<file path="src/inc/readout_regs_pkg.sv">
// Purpose: constants shared by the readout control register bank and its output buffer
// Assumes: 16-bit register data, word offsets as seen on the module address port
// Notes: plugin code value is arbitrary and stands for a fixed strapped board type
package readout_regs_pkg;
   // register offsets
   localparam logic [15:0] OFS_MODULE_CONTROL = 16'h1010;
   localparam logic [15:0] OFS_BASE_ADDR_UPPER = 16'h1012;
   localparam logic [15:0] OFS_BASE_ADDR_LOWER = 16'h1014;
   localparam logic [15:0] OFS_SINGLE_SHOT_RESET = 16'h1016;
   localparam logic [15:0] OFS_CHAIN_POSITION = 16'h101a;
   localparam logic [15:0] OFS_EVENT_IRQ_THRESHOLD = 16'h1020;
   localparam logic [15:0] OFS_BUFFER_BOARD_STATUS = 16'h1022;
   localparam logic [15:0] OFS_EVENT_COUNT_LOWER = 16'h1024;
   // module_control bit positions
   localparam int CTL_STOP_FIRST_BIT = 2;
   localparam int CTL_SCOPE_BIT = 4;
   localparam int CTL_BERR_EN_BIT = 5;
   localparam int CTL_ALIGN_BIT = 6;
   // chain_position_control bits
   localparam int CHAIN_LAST_BIT = 0;
   localparam int CHAIN_FIRST_BIT = 1;
   // buffer_and_board_status bits
   localparam int STS_EMPTY_BIT = 1;
   localparam int STS_FULL_BIT = 2;
   localparam int STS_PLUGIN_LSB = 4;
   localparam logic [3:0] PLUGIN_CODE = 4'h5; // arbitrary value
   // widths and reset values
   localparam int REG_W = 16;
   localparam int ADDR_FIELD_W = 8;
   localparam int THRESH_W = 5;
   localparam int EVCNT_W = 24;
   localparam int EVCNT_LOW_W = 16;
   localparam int WORD_W = 32;
   localparam int FIFO_DEPTH = 16;
   localparam logic [15:0] REG_ZERO = 16'h0000;
   localparam logic [31:0] PAD_WORD = 32'h0600_0000;
endpackage : readout_regs_pkg
</file>
<file path="src/inc/buffer_if.sv">
// Purpose: push and pop sides of the output buffer
// Assumes: one clock, valid and ready handshakes on both sides
// Notes: flush empties the buffer in one cycle
`timescale 1ns/1ps
`default_nettype none
interface buffer_if #(parameter int WIDTH = 33);
   logic push_valid;
   logic push_ready;
   logic [WIDTH-1:0] push_data;
   logic pop_valid;
   logic pop_ready;
   logic [WIDTH-1:0] pop_data;
   logic flush;
   logic full;
   logic empty;
   logic last;
   // buffer end
   modport store (input push_valid, push_data, pop_ready, flush,
                  output push_ready, pop_valid, pop_data, full, empty, last);
   // controller end
   modport user (output push_valid, push_data, pop_ready, flush,
                 input push_ready, pop_valid, pop_data, full, empty, last);
endinterface : buffer_if
`default_nettype wire

</file>
<file path="src/hw/output_buffer.sv">
// Purpose: output buffer holding event words in flip-flops
// Assumes: pop_data shows the head word while pop_valid is high
// Notes: push_ready comes straight from a flip-flop; full and empty are decoded from the count register
`timescale 1ns/1ps
`default_nettype none
module output_buffer #(
   parameter int WIDTH = 33,
   parameter int DEPTH = 16
)(
   // clock and reset
   input wire logic mclk,
   input wire logic rstn,
   // buffer sides
   buffer_if.store bus
);
   localparam int PW = $clog2(DEPTH);
   localparam logic [PW:0] DEPTH_C = (PW+1)'(DEPTH);
   localparam logic [PW:0] ONE_C = (PW+1)'(1);

   logic [WIDTH-1:0] mem_reg [DEPTH];
   logic [PW-1:0] wr_reg, wr_next, rd_reg, rd_next;
   logic [PW:0] cnt_reg, cnt_next;
   logic ready_reg, ready_next;
   logic do_push, do_pop;

   // --------------------------------
   // pointers and level
   // --------------------------------
   always_comb
   begin
      do_push = bus.push_valid && ready_reg;
      do_pop = bus.pop_ready && (cnt_reg != '0);
      wr_next = do_push ? wr_reg + PW'(1) : wr_reg;
      rd_next = do_pop ? rd_reg + PW'(1) : rd_reg;
      cnt_next = cnt_reg;
      if (do_push && !do_pop)
         cnt_next = cnt_reg + ONE_C;
      else if (do_pop && !do_push)
         cnt_next = cnt_reg - ONE_C;
      if (bus.flush)
      begin
         wr_next = '0;
         rd_next = '0;
         cnt_next = '0;
      end
      ready_next = (cnt_next != DEPTH_C);
   end

   always_ff @(posedge mclk)
   begin
      if (!rstn)
      begin
         wr_reg <= '0;
         rd_reg <= '0;
         cnt_reg <= '0;
         ready_reg <= 1'b0;
      end
      else
      begin
         wr_reg <= wr_next;
         rd_reg <= rd_next;
         cnt_reg <= cnt_next;
         ready_reg <= ready_next;
      end
   end

   // storage, written only on an accepted push
   always_ff @(posedge mclk)
   begin
      if (do_push && !bus.flush)
         mem_reg[wr_reg] <= bus.push_data;
   end

   assign bus.push_ready = ready_reg;
   assign bus.pop_valid = (cnt_reg != '0);
   assign bus.pop_data = mem_reg[rd_reg];
   assign bus.full = (cnt_reg == DEPTH_C);
   assign bus.empty = (cnt_reg == '0);
   assign bus.last = (cnt_reg == ONE_C);
endmodule : output_buffer
`default_nettype wire

</file>
<file path="src/hw/readout_control_regs.sv">
// Purpose: control, address decoder, chain, threshold, status and event counter registers
// Assumes: register strobes and readout requests are one-cycle pulses on mclk
// Notes: rstn is the hardware reset; software and data resets are derived here
//
// Contract
// - stop-at-empty mode: all words returned, then not-valid words once buffer empty
// - stop-at-first-event mode: words up to first end-of-event word, then not-valid
// - front reset: data reset when scope bit 0, software reset when 1
// - software and hardware reset clear control; scope bit cleared by hardware only
// - align enabled in 32-bit block readout pads odd events with one not-valid word
// - control bits 7 to 15 hold nothing and read zero
// - upper decoder register holds base address bits 31..24
// - lower decoder register holds base address bits 23..16
// - any write to single-shot location resets the module
// - first and last flags give board position in chain
// - only chain bits 0 and 1 used; location is write only
// - interrupt request when stored events equal nonzero 5-bit threshold
// - status flag high when output buffer empty
// - status flag high when output buffer full
// - four status bits report fixed plug-in board code
// - low counter register returns counter bits 15..0
// - counting mode selects every trigger or accepted triggers only
// - counter cleared by counter reset, software, hardware, and data reset if accepted-only
// - high counter part returns counter bits 23..16
// - accepted-only mode counts accepted triggers; default counts every trigger
`timescale 1ns/1ps
`default_nettype none
module readout_control_regs (
   // clock and reset
   input wire logic mclk,
   input wire logic rstn,
   // register port
   input wire logic [15:0] reg_addr,
   input wire logic reg_wr,
   input wire logic reg_rd,
   input wire logic [15:0] reg_wdata,
   output logic [15:0] reg_rdata,
   output logic reg_ack,
   // settings held in other registers of the module
   input wire logic sel_addr_regs,
   input wire logic sw_reset_hold,
   input wire logic data_reset_req,
   input wire logic count_every_trigger,
   input wire logic event_count_clear,
   // pins
   input wire logic front_reset_pin,
   input wire logic [15:0] rotary_base,
   // triggers
   input wire logic trig,
   input wire logic trig_accepted,
   // event words into the buffer
   input wire logic word_in_valid,
   input wire logic [31:0] word_in,
   input wire logic word_in_eoe,
   output logic word_in_ready,
   // block readout
   input wire logic blt_start,
   input wire logic blt32,
   input wire logic blt_read,
   output logic [31:0] blt_word,
   output logic blt_word_valid,
   output logic blt_ack,
   output logic bus_error_signal,
   // chain, base, interrupt and counter high part
   output logic chain_first,
   output logic chain_last,
   output logic [15:0] base_addr_high,
   output logic event_irq,
   output logic [7:0] event_count_high_part
);
   localparam int FW = readout_regs_pkg::WORD_W + 1;

   buffer_if #(.WIDTH(FW)) buf_bus ();

   output_buffer #(.WIDTH(FW), .DEPTH(readout_regs_pkg::FIFO_DEPTH)) u_buf (
      .mclk(mclk),
      .rstn(rstn),
      .bus(buf_bus)
   );

   function automatic logic hit(input logic [15:0] a, input logic [15:0] ofs);
      hit = (a == ofs);
   endfunction : hit

   // --------------------------------
   // pin synchronisers
   // --------------------------------
   logic front_s1_reg, front_s2_reg;
   logic [15:0] rot_s1_reg, rot_s2_reg;

   always_ff @(posedge mclk)
   begin
      if (!rstn)
      begin
         front_s1_reg <= 1'b0;
         front_s2_reg <= 1'b0;
         rot_s1_reg <= readout_regs_pkg::REG_ZERO;
         rot_s2_reg <= readout_regs_pkg::REG_ZERO;
      end
      else
      begin
         front_s1_reg <= front_reset_pin;
         front_s2_reg <= front_s1_reg;
         rot_s1_reg <= rotary_base;
         rot_s2_reg <= rot_s1_reg;
      end
   end

   // --------------------------------
   // register file
   // --------------------------------
   logic stop_first_reg, stop_first_next, scope_reg, scope_next;
   logic berr_en_reg, berr_en_next, align_reg, align_next;
   logic [7:0] upper_reg, upper_next, lower_reg, lower_next;
   logic first_reg, first_next, last_reg, last_next;
   logic [4:0] thresh_reg, thresh_next;
   logic [23:0] evcnt_reg, evcnt_next;
   logic [4:0] events_reg, events_next;
   logic [15:0] rdata_reg, rdata_next, base_reg, base_next;
   logic ack_reg, irq_reg, irq_next;
   logic [7:0] cnt_hi_reg;
   logic soft_rst, data_rst, cnt_inc, push_eoe, pop_eoe, popping;

   always_comb
   begin
      soft_rst = sw_reset_hold || (front_s2_reg && scope_reg)
                 || (reg_wr && hit(reg_addr, readout_regs_pkg::OFS_SINGLE_SHOT_RESET));
      data_rst = data_reset_req || (front_s2_reg && !scope_reg);
      stop_first_next = stop_first_reg;
      scope_next = scope_reg;
      berr_en_next = berr_en_reg;
      align_next = align_reg;
      upper_next = upper_reg;
      lower_next = lower_reg;
      first_next = first_reg;
      last_next = last_reg;
      thresh_next = thresh_reg;
      if (reg_wr && hit(reg_addr, readout_regs_pkg::OFS_MODULE_CONTROL))
      begin
         // bits 7..15 are not stored
         stop_first_next = reg_wdata[readout_regs_pkg::CTL_STOP_FIRST_BIT];
         scope_next = reg_wdata[readout_regs_pkg::CTL_SCOPE_BIT];
         berr_en_next = reg_wdata[readout_regs_pkg::CTL_BERR_EN_BIT];
         align_next = reg_wdata[readout_regs_pkg::CTL_ALIGN_BIT];
      end
      if (reg_wr && hit(reg_addr, readout_regs_pkg::OFS_BASE_ADDR_UPPER))
         upper_next = reg_wdata[7:0];
      if (reg_wr && hit(reg_addr, readout_regs_pkg::OFS_BASE_ADDR_LOWER))
         lower_next = reg_wdata[7:0];
      if (reg_wr && hit(reg_addr, readout_regs_pkg::OFS_CHAIN_POSITION))
      begin
         first_next = reg_wdata[readout_regs_pkg::CHAIN_FIRST_BIT];
         last_next = reg_wdata[readout_regs_pkg::CHAIN_LAST_BIT];
      end
      if (reg_wr && hit(reg_addr, readout_regs_pkg::OFS_EVENT_IRQ_THRESHOLD))
         thresh_next = reg_wdata[4:0];
      if (soft_rst)
      begin
         // scope bit survives a software reset
         stop_first_next = 1'b0;
         berr_en_next = 1'b0;
         align_next = 1'b0;
      end
      // event counter
      cnt_inc = count_every_trigger ? trig : trig_accepted;
      evcnt_next = cnt_inc ? evcnt_reg + 24'h000001 : evcnt_reg;
      if (event_count_clear || soft_rst || (data_rst && !count_every_trigger))
         evcnt_next = 24'h000000;
      // stored events and interrupt
      push_eoe = buf_bus.push_valid && buf_bus.push_ready && word_in_eoe;
      pop_eoe = popping && buf_bus.pop_data[readout_regs_pkg::WORD_W];
      events_next = events_reg + 5'(push_eoe) - 5'(pop_eoe);
      if (soft_rst || data_rst)
         events_next = 5'h00;
      irq_next = (thresh_reg != 5'h00) && (events_reg == thresh_reg);
      base_next = sel_addr_regs ? {upper_reg, lower_reg} : rot_s2_reg;
      // read answer
      rdata_next = readout_regs_pkg::REG_ZERO;
      if (hit(reg_addr, readout_regs_pkg::OFS_MODULE_CONTROL))
      begin
         rdata_next[readout_regs_pkg::CTL_STOP_FIRST_BIT] = stop_first_reg;
         rdata_next[readout_regs_pkg::CTL_SCOPE_BIT] = scope_reg;
         rdata_next[readout_regs_pkg::CTL_BERR_EN_BIT] = berr_en_reg;
         rdata_next[readout_regs_pkg::CTL_ALIGN_BIT] = align_reg;
      end
      else if (hit(reg_addr, readout_regs_pkg::OFS_BASE_ADDR_UPPER))
         rdata_next[7:0] = upper_reg;
      else if (hit(reg_addr, readout_regs_pkg::OFS_BASE_ADDR_LOWER))
         rdata_next[7:0] = lower_reg;
      else if (hit(reg_addr, readout_regs_pkg::OFS_EVENT_IRQ_THRESHOLD))
         rdata_next[4:0] = thresh_reg;
      else if (hit(reg_addr, readout_regs_pkg::OFS_BUFFER_BOARD_STATUS))
      begin
         rdata_next[readout_regs_pkg::STS_EMPTY_BIT] = buf_bus.empty;
         rdata_next[readout_regs_pkg::STS_FULL_BIT] = buf_bus.full;
         rdata_next[readout_regs_pkg::STS_PLUGIN_LSB +: 4] =
            readout_regs_pkg::PLUGIN_CODE;
      end
      else if (hit(reg_addr, readout_regs_pkg::OFS_EVENT_COUNT_LOWER))
         rdata_next = evcnt_reg[15:0];
   end

   always_ff @(posedge mclk)
   begin
      if (!rstn)
      begin
         stop_first_reg <= 1'b0;
         scope_reg <= 1'b0;
         berr_en_reg <= 1'b0;
         align_reg <= 1'b0;
         upper_reg <= 8'h00;
         lower_reg <= 8'h00;
         first_reg <= 1'b0;
         last_reg <= 1'b0;
         thresh_reg <= 5'h00;
         evcnt_reg <= 24'h000000;
         events_reg <= 5'h00;
         rdata_reg <= readout_regs_pkg::REG_ZERO;
         ack_reg <= 1'b0;
         irq_reg <= 1'b0;
         base_reg <= readout_regs_pkg::REG_ZERO;
         cnt_hi_reg <= 8'h00;
      end
      else
      begin
         stop_first_reg <= stop_first_next;
         scope_reg <= scope_next;
         berr_en_reg <= berr_en_next;
         align_reg <= align_next;
         upper_reg <= upper_next;
         lower_reg <= lower_next;
         first_reg <= first_next;
         last_reg <= last_next;
         thresh_reg <= thresh_next;
         evcnt_reg <= evcnt_next;
         events_reg <= events_next;
         rdata_reg <= rdata_next;
         ack_reg <= reg_rd;
         irq_reg <= irq_next;
         base_reg <= base_next;
         cnt_hi_reg <= evcnt_next[23:16];
      end
   end

   // --------------------------------
   // block readout
   // --------------------------------
   logic done_reg, done_next, odd_reg, odd_next, pad_reg, pad_next;
   logic [31:0] word_reg, word_next;
   logic valid_reg, valid_next, bok_reg, berr_reg, berr_next;

   always_comb
   begin
      popping = 1'b0;
      done_next = blt_start ? 1'b0 : done_reg;
      odd_next = odd_reg;
      pad_next = pad_reg;
      word_next = readout_regs_pkg::PAD_WORD;
      valid_next = 1'b0;
      berr_next = blt_start ? 1'b0 : berr_reg;
      if (blt_read)
      begin
         if (pad_reg)
            pad_next = 1'b0;
         else if (!done_reg && buf_bus.pop_valid)
         begin
            popping = 1'b1;
            valid_next = 1'b1;
            word_next = buf_bus.pop_data[31:0];
            if (buf_bus.pop_data[readout_regs_pkg::WORD_W])
            begin
               odd_next = 1'b0;
               pad_next = align_reg && blt32 && !odd_reg;
               done_next = stop_first_reg;
               berr_next = berr_en_reg && stop_first_reg;
            end
            else
               odd_next = !odd_reg;
            if (!stop_first_reg && buf_bus.last)
               berr_next = berr_en_reg;
         end
      end
      if (soft_rst || data_rst)
      begin
         done_next = 1'b0;
         odd_next = 1'b0;
         pad_next = 1'b0;
      end
   end

   always_ff @(posedge mclk)
   begin
      if (!rstn)
      begin
         done_reg <= 1'b0;
         odd_reg <= 1'b0;
         pad_reg <= 1'b0;
         word_reg <= 32'h0000_0000;
         valid_reg <= 1'b0;
         bok_reg <= 1'b0;
         berr_reg <= 1'b0;
      end
      else
      begin
         done_reg <= done_next;
         odd_reg <= odd_next;
         pad_reg <= pad_next;
         word_reg <= word_next;
         valid_reg <= valid_next;
         bok_reg <= blt_read;
         berr_reg <= berr_next;
      end
   end

   assign buf_bus.push_valid = word_in_valid;
   assign buf_bus.push_data = {word_in_eoe, word_in};
   assign buf_bus.pop_ready = popping;
   assign buf_bus.flush = soft_rst || data_rst;
   assign word_in_ready = buf_bus.push_ready;
   assign reg_rdata = rdata_reg;
   assign reg_ack = ack_reg;
   assign blt_word = word_reg;
   assign blt_word_valid = valid_reg;
   assign blt_ack = bok_reg;
   assign bus_error_signal = berr_reg;
   assign chain_first = first_reg;
   assign chain_last = last_reg;
   assign base_addr_high = base_reg;
   assign event_irq = irq_reg;
   assign event_count_high_part = cnt_hi_reg;
endmodule : readout_control_regs
`default_nettype wire

</file>
<file path="config.mk">
export PLATFORM = sky130hd
export DESIGN_NAME = readout_control_regs
export DESIGN_NICKNAME = d
export VERILOG_FILES = /design/src/inc/readout_regs_pkg.sv /design/src/inc/buffer_if.sv /design/src/hw/output_buffer.sv /design/src/hw/readout_control_regs.sv
export SDC_FILE = /design/constraint.sdc
export NUM_CORES = 1
export LEC_CHECK = 0
export ABC_CLOCK_PERIOD_IN_PS = 9800
export BUFFER_PORTS_ARGS = -buffer_cell sky130_fd_sc_hd__buf_4
export CORE_ASPECT_RATIO = 0.8
export CORE_MARGIN = 10
export CORE_UTILIZATION = 40
export CTS_CLUSTER_SIZE = 30
export DETAILED_ROUTE_END_ITERATION = 16
export PLACE_DENSITY = 0.55
export SYNTH_ARGS = -nofsm -noshare
export SYNTH_HDL_FRONTEND = slang
export SYNTH_SLANG_ARGS = --single-unit
</file>
<file path="constraint.sdc">
create_clock -name mclk -period 9.8 [get_ports mclk]
set_input_delay 1.96 -clock mclk [delete_from_list [all_inputs] [get_ports mclk]]
set_output_delay 1.96 -clock mclk [all_outputs]
set_load 0.05 [all_outputs]
</file>
# After elaboration in Yosys (flattened, before gate mapping)
# Memories as Yosys holds them, arrays and structs flattened. A register that Yosys moved wholly into a read port is not among the register bits.
# Cells that the tools add are included.
classes:
  addsub: 7
  bitwise: 4
  reduce_logical: 46
  n_eq_ne: 12
  mux: 46
op_table:
  columns: ["operator", "count"]
  rows:
  - ["equality test 16 x 13 -> 1 bit, second input constant", 8]
  - ["2-to-1 mux 16 bit", 7]
  - ["2-to-1 mux 27 bit", 3]
  - ["adder 24 x 1 -> 24 bit, second input constant", 1]
  - ["2-to-1 mux 1 bit", 24]
  - ["logical AND 1 bit", 22]
  - ["2-to-1 mux 5 bit", 4]
  - ["2-to-1 mux 8 bit", 2]
  - ["2-to-1 mux 4 bit", 3]
  - ["nonzero test 5 bit", 2]
  - ["adder 4 x 1 -> 4 bit, second input constant", 2]
  - ["zero test 1 bit", 8]
  - ["OR reduction 2 bit", 4]
  - ["logical OR 1 bit", 6]
  - ["2-to-1 mux 3 bit", 2]
  - ["OR reduction 6 bit", 1]
  - ["adder 5 x 1 -> 5 bit", 1]
  - ["adder 5 x 1 -> 5 bit, second input constant", 1]
  - ["equality test 5 x 1 -> 1 bit, second input constant", 1]
  - ["equality test 5 bit", 1]
  - ["equality test 5 bit, second input constant", 1]
  - ["zero test 5 bit", 1]
  - ["!= test 5 bit, second input constant", 1]
  - ["subtractor 5 x 1 -> 5 bit", 1]
  - ["other kinds (5)", 8]
word_totals:
  input_bits: 97
  out_inout_bits: 80
  ramBits: 528
  memories: 1
  ff_bits: 176
mem_list:
  columns: ["memory", "words", "word_bits", "rd", "rd_clocked_by_memory_dff", "wr", "line", "text"]
  rows:
  - ["u_buf.mem_reg", 16, 33, 1, 1, 1, "output_buffer.sv:20", "logic [WIDTH-1:0] mem_reg [DEPTH];"]

# Logic depth before layout (Yosys ltp)
# Gate-level depths: netlist of run 1.
logic_depth:
  ltp_word: 12
  depth_mapped: 13

# Modules after synthesis
# From an unflattened synthesis of run 1, not the netlist that was laid out.
hier_totals:
  hier_cells: 1493
  hier_area_um2: 27018.4
by_module_without_submodules:
  columns: ["module", "instances", "area_each_um2", "seq_area_each_um2", "cells_each"]
  rows:
  - ["output_buffer", 1, 20861.3, 16215.6, 864]
  - ["readout_control_regs", 1, 6157.2, 3243.1, 629]

# Worst setup path after synthesis of run 1
# No wires, ideal clock.
synth_timing:
  path_kind: "input-to-reg"
  from: "input port reg_addr[4]"
  to: "memory u_buf.mem_reg[0][0] (enable)"
  slack_ps: 4547
  cell_stages: 5
  required_ps: 9377
  arrival_time_ps: 4830
  cell_sequence: "nor2b_1 -> and4_1 -> a2111oi_2 -> or3b_1 -> nor2_1"
synth_between:
  elab_chain_cells: 8
synth_lines:
  columns: ["item", "line", "text"]
  rows:
  - ["start: declaration", "readout_control_regs.sv:33", "input wire logic [15:0] reg_addr,"]
  - ["equality test 16 x 13 -> 1 bit", "readout_control_regs.sv:82", "hit = (a == ofs);"]
  - ["logical AND 1 bit", "readout_control_regs.sv:127", "|| (reg_wr && hit(reg_addr, readout_regs_pkg::OFS_SINGLE_SHOT_RESET));"]
  - ["logical OR 1 bit", "readout_control_regs.sv:127", null]
  - ["logical OR 1 bit", "readout_control_regs.sv:318", "assign buf_bus.flush = soft_rst || data_rst;"]
  - ["zero test 1 bit", "output_buffer.sv:70", "if (do_push && !bus.flush)"]
  - ["logical AND 1 bit", "output_buffer.sv:70", null]
  - ["2-to-1 mux 1 bit", "output_buffer.sv:70", null]
  - ["2-to-1 mux 1 bit (not written as such)", "output_buffer.sv:71", "mem_reg[wr_reg] <= bus.push_data;"]
  - ["end: declaration", "output_buffer.sv:20", null]
# No other way between the ends.

==> reports/results.ini, run 1 <==
[placed_design]
place_ws_ns = 4.70
io_buffers = 168
dp_hpwl_mm = 34.6
gp_congestion = 0.824
place_area_um2 = 29200

[timing]
timing.fmax_mhz = 224
relSlewSlack_pct = 32.2
worst_clock_skew_ns = 0.0229
setup_viol = 0
timing.final.crit_period_ns = 4.46
worst_slew_pin_slew_ns = 1.02
grt_setup_unrepaired = false
slew_viol_final = 0
hold_viol_final = 0
period_share_pct = 45.5
setup-tns-final_ns = 0
setup_slack_ns = 5.34

[worst_setup_path]
required_ns = 10.26
path_cells = buf_4, mux4_2, mux2i_1, mux2i_1, and2_1, ha_1, inv_1, ha_1, fa_1, a21o_1, a21oi_1, xnor2_1, nor2_1
slowest_stage = dfxtp_4
startpoint_type = flip-flop
cp_max_fo = 51
critPathKind = reg -> reg
crit_family = flip-flops
critPathCaptureType = flip-flop
arrival_ns = 4.92
path_buf_inv = 2
max_stage_delay_ns = 0.99

[clocking]
cts_setup_buffers = 0
tritoncts = done
cts_num_sinks = 708
postCtsHoldBufs = 0
worstSkewPairLatency_ns = 0.61
cts_resized = 0
clockRootBuffer = clkbuf_16
cts_buffers = 73
clk_path_buf_depth = 3
clk_pin_slew_ns = 0.06
cts-htree-levels = 3

[synth]
ys_ff_latch = 708
synth_fp_nets = 1657
syn_avg_cell_area_um2 = 17.4
synth_cell_types = 63
yosysSeqAreaShare_pct = 72.3
async_flop_share_pct = 0
syn_area_um2 = 26900
yosys_most_used_dff = edfxtp_1
synthCells = 1544
synth-edff-count = 528
yosysWarnings = 0

[floorplan]
die_h_um = 252
row_count = 84
dieArea_um2 = 78100
initial_core_util_pct = 40.6
io_pins = 177
die_w_um = 310
core_um2 = 66200

[flow_run]
drv_cap = 0

[cells_and_area]
final_net_count = 1838
fin_area_um2 = 31600
largest_reg_flops = 528
synthToLayoutAreaGrowth_pct = 17.3
fill_cells = 5620
drive_gt1_share_pct = 26.3
diodes = 0

[status]
outcome = complete, no violations

[global_route]
globalRouteOverflowTotal = 0
antenna_found_initial = 2
grt_util_met2_pct = 25.7
grt_pass1_wl_mm = 93.8
grt_use_met1_pct = 21.9
grt.busiest_layer = met2
grt.met3_usage_pct = 2.90
grt_pass1_vias = 14600
grt_usage_pct = 15.9
grt_max_degree = 98

[routing]
drc = 0
first_pass_iters = 6
drt-vias-per-instance = 5.40
num_vias = 14300
drt-wirelength-per-cell_um = 23.5
wirelength_mm = 62.1
ant_nets = 0
drtIter0Drc = 904

[power]
peakVddDrop_uv = 107
power_leakage_nw = 10.3
design_power_total_w = 0.00610
p_per_area_nw_per_um2 = 193

[worst_hold_path]
hp-class = reg -> reg

-- logic make-up after synthesis --
logic type | Yosys count | share of synthesized area [%]
flip-flops | 708 | 72.3
AND/OR/NAND/NOR | 347 | 6.76
multiplexers | 199 | 13.6
AO/OA/AOI/OAI | 128 | 3.43
buffers and inverters | 106 | 1.79
XOR/XNOR | 40 | 1.30
adder cells (fa/ha/maj) | 16 | 0.772
-- cells in the mapped netlist (3+ instances only) --
master	n	area share (%)
buf_2	14	0.26
mux4_2	134	11
a22oi_1	3	0.084
ha_1	15	0.70
nor3b_1	3	0.084
nand3_1	38	0.71
mux2i_1	63	2.3
nand2_1	53	0.74
dfxtp_1	180	13
and4_1	3	0.098
a211oi_1	62	1.7
nor2b_1	35	0.81
and3_1	5	0.12
xnor2_1	25	0.81
a222oi_1	3	0.11
inv_1	16	0.22
buf_1	5	0.070
nor4b_1	4	0.13
buf_4	16	0.45
edfxtp_1	528	59
nand4_1	13	0.30
xor2_1	15	0.49
a21oi_1	34	0.63
clkbuf_1	51	0.71
inv_2	3	0.042
or3_1	3	0.070
nor3_1	14	0.26
nor2_1	103	1.4
and2_1	51	1.2
o32ai_1	3	0.098
nor4_1	7	0.16
-- placed cells by master (no fill, tap or decap), drive strengths merged, types with 15 or more instances in the layout --
master  netlist  layout
dfxtp       180     180
nand3        38      38
xnor2        25      25
mux2i        63      63
a21oi        34      34
inv          19      23
clkinv        0      21
nor2        103     103
xor2         15      15
buf          36     193
nor3         16      16
mux4        134     134
edfxtp      528     528
and2         51      51
nor2b        35      35
clkbuf       51     104
a211oi       62      62
ha           15      15
nand2        53      53
-- through the flow --
| stage | std cells | util, % | hold WS, ns |
|---|---|---|---|
| global route | 2644 | 47.7 | 0.450 |
| global placement | 2510 | 44.1 | 0.415 |
| floorplan | 1544 | - | 0.412 |
| finish | 2644 | 47.7 | 0.424 |
| detailed placement | 2510 | 44.1 | 0.417 |
| CTS | 2644 | 47.7 | 0.427 |
-- final timing paths --
| path | to | cells after the start | start | slack (ns) |
|---|---|---|---|---|
| hold reg to reg | rot_s2_reg[9] | 1 | rot_s1_reg[9] | 0.42 |
| setup / recovery | events_reg[4] | 13 | flip-flop | 5.34 |
| setup reg to reg | events_reg[4] | 13 | flip-flop | 5.34 |
| hold / removal | rot_s2_reg[9] | 1 | rot_s1_reg[9] | 0.42 |
-- routing by layer --
layer	part of all wire (%)	wire [µm]
met1	45	27800
met2	48	30100
met3	4.7	2890
met4	2.2	1370
met5	0.034	21
-- cell type report --
cell class                 instances  area [µm²]  area share, %
tap                              860        1080           3.41
timing repair buffer             193        1460           4.63
inverter                          19        71.3          0.226
clock inverter                    30         298          0.944
sequential                       708       19500           61.7
clock buffer                     104        2090           6.62
multi-input combinational        730        7100           22.5
-- where the power goes --
group | internal, W | switching (W)
sequential | 0.00323 | 0.00000461
combinational | 0.0000458 | 0.0000803
clock | 0.00160 | 0.00114
total | 0.00488 | 0.00122
No activity file was read; power rests on OpenSTA's default activity.
==> run 2: changes to the inputs <==
ABC_CLOCK_PERIOD_IN_PS = 4300   (was 9800)
clock period = 4.3 ns   (was 9.8 ns; I/O delays follow)
==> reports/results.ini, run 2 (same netlist as run 1, synthesis figures left out) <==
[clocking]
tritoncts = done  ; unchanged
cts_setup_buffers = 0  ; unchanged
clockRootBuffer = clkbuf_16  ; unchanged
cts_resized = 0  ; unchanged
cts_buffers = 74  ; was 73
cts-htree-levels = 3  ; unchanged
postCtsHoldBufs = 0  ; unchanged
clk_path_buf_depth = 3  ; unchanged
worstSkewPairLatency_ns = 0.61  ; about the same
clk_pin_slew_ns = 0.06  ; about the same
cts_num_sinks = 708  ; unchanged

[worst_setup_path]
crit_family = adder cells  ; was flip-flops
startpoint_type = flip-flop  ; unchanged
required_ns = 4.79  ; was 10.26 ns
critPathKind = reg -> reg  ; unchanged
critPathCaptureType = flip-flop  ; unchanged
path_buf_inv = 3  ; was 2
reg2reg_depth = 14  ; was 13
cp_common_cell = ha_1
worst-r2r-setup-slack_ns = 0.89  ; was 5.34 ns
path_cells = inv_1, ha_1, nor4b_1, nor2_1, buf_4, and2_1, ha_1, inv_1, ha_1, fa_1, a21o_1, a21oi_1, xnor2_1, nor2_1  ; was buf_4, mux4_2, mux2i_1, mux2i_1, and2_1, ha_1, inv_1, ha_1, fa_1, a21o_1, a21oi_1, xnor2_1, nor2_1
cp_max_fo = 10  ; was 51
slowest_stage = nor4b_1  ; was dfxtp_4
timing.rr.start = u_buf.cnt_reg[1]
arrival_ns = 3.91  ; was 4.92 ns
max_stage_delay_ns = 0.59  ; was 0.99 ns
r2r-end = events_reg[4]  ; unchanged

[timing]
setup_slack_ns = 0.887  ; was 5.34 ns
worst_slew_pin_slew_ns = 0.842  ; was 1.02 ns
grt_setup_unrepaired = false  ; unchanged
setup-tns-final_ns = 0  ; unchanged
setup_viol = 0  ; unchanged
relSlewSlack_pct = 43.9  ; was 32.2%
worst_clock_skew_ns = 0.0141  ; was 0.0229 ns
whs_ns = 0.430  ; was 0.424 ns
period_share_pct = 79.4  ; was 45.5%
timing.final.crit_period_ns = 3.41  ; was 4.46 ns
slew_viol_final = 0  ; unchanged
timing.fmax_mhz = 293  ; was 224 MHz
hold_viol_final = 0  ; unchanged

[global_route]
grt_pass1_wl_mm = 94.7  ; was 93.8 mm
grt_max_degree = 129  ; was 98
globalRouteOverflowTotal = 0  ; unchanged
grt_usage_pct = 15.9  ; about the same
antenna_found_initial = 3  ; was 2
grt_pass1_vias = 15100  ; was 14.6k

[routing]
drc = 0  ; unchanged
drt-wirelength-per-cell_um = 23.1  ; was 23.5 µm
num_vias = 14200  ; was 14.3k
ant_nets = 0  ; unchanged
wirelength_mm = 61.6  ; was 62.1 mm
first_pass_iters = 5  ; was 6
drt-vias-per-instance = 5.34  ; was 5.40
drtIter0Drc = 961  ; was 904

[cells_and_area]
mostFrequentLayoutCells = edfxtp_1, buf_4, dfxtp_1  ; unchanged
diodes = 0  ; unchanged
fin_util_pct = 48.1  ; was 47.7%
fin_area_um2 = 31900  ; was 31600 µm²
largest_reg_flops = 528  ; unchanged
drive_gt1_share_pct = 27.1  ; was 26.3%
final_common_cell = edfxtp_1  ; unchanged
final_net_count = 1857  ; was 1838
synthToLayoutAreaGrowth_pct = 18.4  ; was 17.3%

[power]
sw_frac_of_total_pct = 20.3  ; was 20.1%
p_comb_share_pct = 2.1  ; about the same
power_leakage_nw = 10.4  ; was 10.3 nW
peakVddDrop_uv = 273  ; was 107 µV
p_clk_share_pct = 44.7  ; was 45.0%
p_switching_w = 0.00281  ; was 0.00122 W
p_per_area_nw_per_um2 = 435  ; was 193 nW/µm²
seq_power_share_pct = 53.2  ; was 53.0%
p_int_w = 0.0110  ; was 0.00488 W

[placed_design]
io_buffers = 168  ; unchanged
gp_congestion = 0.809  ; was 0.824
place_area_um2 = 29500  ; was 29200 µm²
place_ws_ns = 0.867  ; was 4.70 ns
dp_hpwl_mm = 35.0  ; was 34.6 mm

[floorplan]
io_pins = 177  ; unchanged
initial_core_util_pct = 40.6  ; unchanged
core_um2 = 66200  ; unchanged
row_count = 84  ; unchanged
die_h_um = 252  ; unchanged
die_w_um = 310  ; unchanged
dieArea_um2 = 78100  ; unchanged

[worst_hold_path]
hp-class = reg -> reg  ; unchanged
hp-start = rot_s1_reg[3]  ; was rot_s1_reg[9]
worstHoldPathCells = 1  ; unchanged
hold_path_end = rot_s2_reg[3]  ; was rot_s2_reg[9]

[status]
outcome = complete, no violations  ; unchanged

[flow_run]
drv_cap = 0  ; unchanged

## run 2: final cells by class
class | instances | area (µm²)
repair buffers | 211 | 1780
clock buffers | 102 | 2070
clock inverters | 32 | 287
multi-input cells | 730 | 7100
inverters | 19 | 71.3
well taps | 860 | 1080
fillers | 5640 | 34400
flip-flops and latches | 708 | 19500
## run 2: worst max-delay path by stage
| stage | end | from | cells past startpoint |
|---|---|---|---|
| after floorplan | u_buf.mem_reg[0][0] | reg_addr[4] | 5 |
| after CTS | blt_word[26] | flip-flop | 6 |
| after detailed placement | blt_word[26] | flip-flop | 6 |
| final | events_reg[4] | u_buf.cnt_reg[1] | 14 |
| after global placement | events_reg[4] | flip-flop | 12 |
| after global routing | events_reg[4] | u_buf.cnt_reg[1] | 14 |
## run 2: per-layer routing
metal  track usage (%)  wire length [µm]  vias to the layer above
li1                  -                 -                     6432
met1              22.3             28600                     7415
met2              25.6             29400                      272
met3              2.98              2550                       94
met5                 0                21                        -
met4              3.82              1090                        4
## run 2: stage by stage
step / total power, W / instances
CTS: 0.0140 / 2662
global placement: 0.00780 / 2528
detailed placement: 0.00781 / 2528
floorplan: 0.00763 / 1544
global route: 0.0143 / 2662
finish: 0.0138 / 2662
## run 2: power by group through the flow
stage	combinational (W)	sequential, W	clock, W
3_3_place_gp	0.000285	0.00751	0
5_1_grt	0.000319	0.00736	0.00666
3_5_place_dp	0.000295	0.00751	0
4_1_cts	0.000296	0.00736	0.00638
2_1_floorplan	0.0000924	0.00753	0
6_report	0.000292	0.00736	0.00619
## run 2: worst register-to-register path, delay by kind of cell, from the launching register on
kind                       cells  cell delay [ns]
xor gates and xnor gates       1             0.13
AOI/OAI and AO/OA              2             0.36
buffers and inverters          3             0.42
adders and majority gates      4             1.11
DFF                            1             0.33
and+or+nand+nor                4             0.93
==> run 3: changes to the inputs <==
ABC_CLOCK_PERIOD_IN_PS = 3400   (was 4300)
clock period = 3.4 ns   (was 4.3 ns; I/O delays follow)
==> reports/results.ini, run 3 (same netlist as run 1, synthesis figures left out) <==
[worst_setup_path]
max_stage_delay_ns = 0.52  ; was 0.59 ns
cp_max_fo = 6  ; was 10
critPathCaptureType = flip-flop  ; unchanged
slowest_stage = mux4_2  ; was nor4b_1
arrival_ns = 3.70  ; was 3.91 ns
reg2reg_depth = 12  ; was 14
path_cells = mux4_2, mux2i_1, mux2i_1, and2_1, ha_1, inv_1, ha_1, fa_1, a21o_1, a21oi_1, xnor2_1, nor2_1  ; was inv_1, ha_1, nor4b_1, nor2_1, buf_4, and2_1, ha_1, inv_1, ha_1, fa_1, a21o_1, a21oi_1, xnor2_1, nor2_1
startpoint_type = flip-flop  ; unchanged
required_ns = 3.91  ; was 4.79 ns
critPathKind = reg -> reg  ; unchanged

[timing]
period_share_pct = 93.9  ; was 79.4%
worst_clock_skew_ns = 0.0223  ; was 0.0141 ns
setup-tns-final_ns = 0  ; unchanged
slew_viol_final = 0  ; unchanged
worst_slew_pin_slew_ns = 0.903  ; was 0.842 ns
grt_setup_unrepaired = false  ; unchanged
setup_viol = 0  ; unchanged
timing.fmax_mhz = 313  ; was 293 MHz
relSlewSlack_pct = 39.8  ; was 43.9%
hold_viol_final = 0  ; unchanged
timing.final.crit_period_ns = 3.19  ; was 3.41 ns
whs_ns = 0.269  ; was 0.430 ns

[clocking]
cts_num_sinks = 708  ; unchanged
cts_setup_buffers = 0  ; unchanged
cts_buffers = 72  ; was 74
clk_path_buf_depth = 3  ; unchanged
cts_resized = 0  ; unchanged
tritoncts = done  ; unchanged
worstSkewPairLatency_ns = 0.62  ; was 0.61 ns
cts-htree-levels = 3  ; unchanged
clockRootBuffer = clkbuf_16  ; unchanged
postCtsHoldBufs = 0  ; unchanged
clk_pin_slew_ns = 0.06  ; about the same

[routing]
num_vias = 14300  ; was 14.2k
drt-wirelength-per-cell_um = 23.4  ; was 23.1 µm
met1Wirelength_mm = 29.0  ; was 28.6 mm
ant_nets = 0  ; unchanged
first_pass_iters = 5  ; unchanged
wl_met2_mm = 29.5  ; was 29.4 mm
wirelength_mm = 62.5  ; was 61.6 mm
drt-vias-per-instance = 5.37  ; was 5.34
wl_met3_mm = 2.84  ; was 2.55 mm
routed.top_layer = met5  ; unchanged
drc = 0  ; unchanged
drtIter0Drc = 1182  ; was 961

[power]
sw_frac_of_total_pct = 20.5  ; was 20.3%
design_power_total_w = 0.0177  ; was 0.0138 W
peakVddDrop_uv = 347  ; was 273 µV
p_clk_share_pct = 45.1  ; was 44.7%
p_per_area_nw_per_um2 = 549  ; was 435 nW/µm²
seq_power_share_pct = 52.7  ; was 53.2%
power_leakage_nw = 10.5  ; was 10.4 nW
p_int_w = 0.0140  ; was 0.0110 W
p_switching_w = 0.00362  ; was 0.00281 W
p_comb_share_pct = 2.1  ; about the same

[cells_and_area]
final_common_cell = edfxtp_1  ; unchanged
fill_cells = 5577  ; was 5640
multi_input_area_um2 = 7100  ; unchanged
fin_area_um2 = 32100  ; was 31900 µm²
final_net_count = 1866  ; was 1857
largest_reg_flops = 528  ; unchanged
synthToLayoutAreaGrowth_pct = 19.4  ; was 18.4%
ff_latch_area_um2 = 19500  ; about the same
mostFrequentLayoutCells = edfxtp_1, buf_4, dfxtp_1  ; unchanged
instances_no_fill = 2674  ; was 2662
drive_gt1_share_pct = 27.7  ; was 27.1%

[worst_hold_path]
worstHoldPathCells = 2  ; was 1
hp-class = in -> reg  ; was reg -> reg

[global_route]
globalRouteOverflowTotal = 0  ; unchanged
grt_pass1_wl_mm = 94.8  ; was 94.7 mm
antenna_found_initial = 1  ; was 3
grt_pass1_vias = 14900  ; was 15.1k
grt_max_degree = 114  ; was 129
grt_usage_pct = 16.0  ; was 15.9%

[placed_design]
io_buffers = 168  ; unchanged
dp_hpwl_mm = 36.5  ; was 35.0 mm
place_area_um2 = 29700  ; was 29500 µm²
dp.cells = 2539  ; was 2528
gp_congestion = 0.807  ; was 0.809

[floorplan]
io_pins = 177  ; unchanged
row_count = 84  ; unchanged
core_um2 = 66200  ; unchanged
initial_core_util_pct = 40.6  ; unchanged
die_h_um = 252  ; unchanged
dieArea_um2 = 78100  ; unchanged
die_w_um = 310  ; unchanged

[flow_run]
drv_cap = 0  ; unchanged

[status]
outcome = complete, no violations  ; unchanged

-- run 3: cell types whose count changed in the layout (fill, tap and decap cells not counted), moves of 2 or more --
cell / previous run / this run
buf_12: 16 / 27
clkinv_1: 8 / 3
clkbuf_8: 11 / 14
clkbuf_1: 17 / 19
clkbuf_16: 74 / 72
clkinv_16: 0 / 2
-- run 3: worst max-delay path, delay by kind of cell, from the launching register on --
family,cells,cell delay [ns]
adders and majority gates,3,0.90
muxes,3,0.88
DFF,1,0.43
AOI/OAI and AO/OA,2,0.39
and+or+nand+nor,2,0.30
xor gates and xnor gates,1,0.14
buffers and inverters,1,0.04
-- run 3: final timing paths --
kind | from | to | slack, ns
worst min register to register | rot_s1_reg[5] | rot_s2_reg[5] | 0.43
worst max-delay path | flip-flop | events_reg[4] | 0.21
worst min-delay path | front_reset_pin | front_s1_reg | 0.27
worst max register to register | flip-flop | events_reg[4] | 0.21
-- run 3: per-stage QoR --
step	util (%)	setup WS, ns
after global placement	44.9	0.209
after global routing	48.5	0.0591
after floorplan	-	-0.390
final	48.5	0.207
after CTS	48.5	0.179
after detailed placement	44.9	0.216
-- run 3: power by group through the flow --
| stage | Combinational (W) | Sequential, W | Clock, W |
|---|---|---|---|
| after floorplan | 0.000119 | 0.00953 | 0 |
| after global placement | 0.000369 | 0.00950 | 0 |
| after detailed placement | 0.000380 | 0.00950 | 0 |
| after CTS | 0.000381 | 0.00931 | 0.00817 |
| after global routing | 0.000412 | 0.00931 | 0.00854 |
| final | 0.000377 | 0.00931 | 0.00797 |
-- run 3: area by class of cell --
cell class	count	share of cell area, %
multi-input cells	730	22.1
diodes	1	0.00779
flip-flops and latches	708	60.6
inverters	19	0.222
well taps	860	3.35
clock inverters	29	1.07
repair buffers	222	6.24
clock buffers	105	6.43
-- run 3: layer usage --
metal | vias up | GRT usage, %
met5 | - | 0
met4 | 2 | 3.83
met3 | 83 | 2.90
met2 | 312 | 25.3
met1 | 7493 | 22.8
li1 | 6458 | -
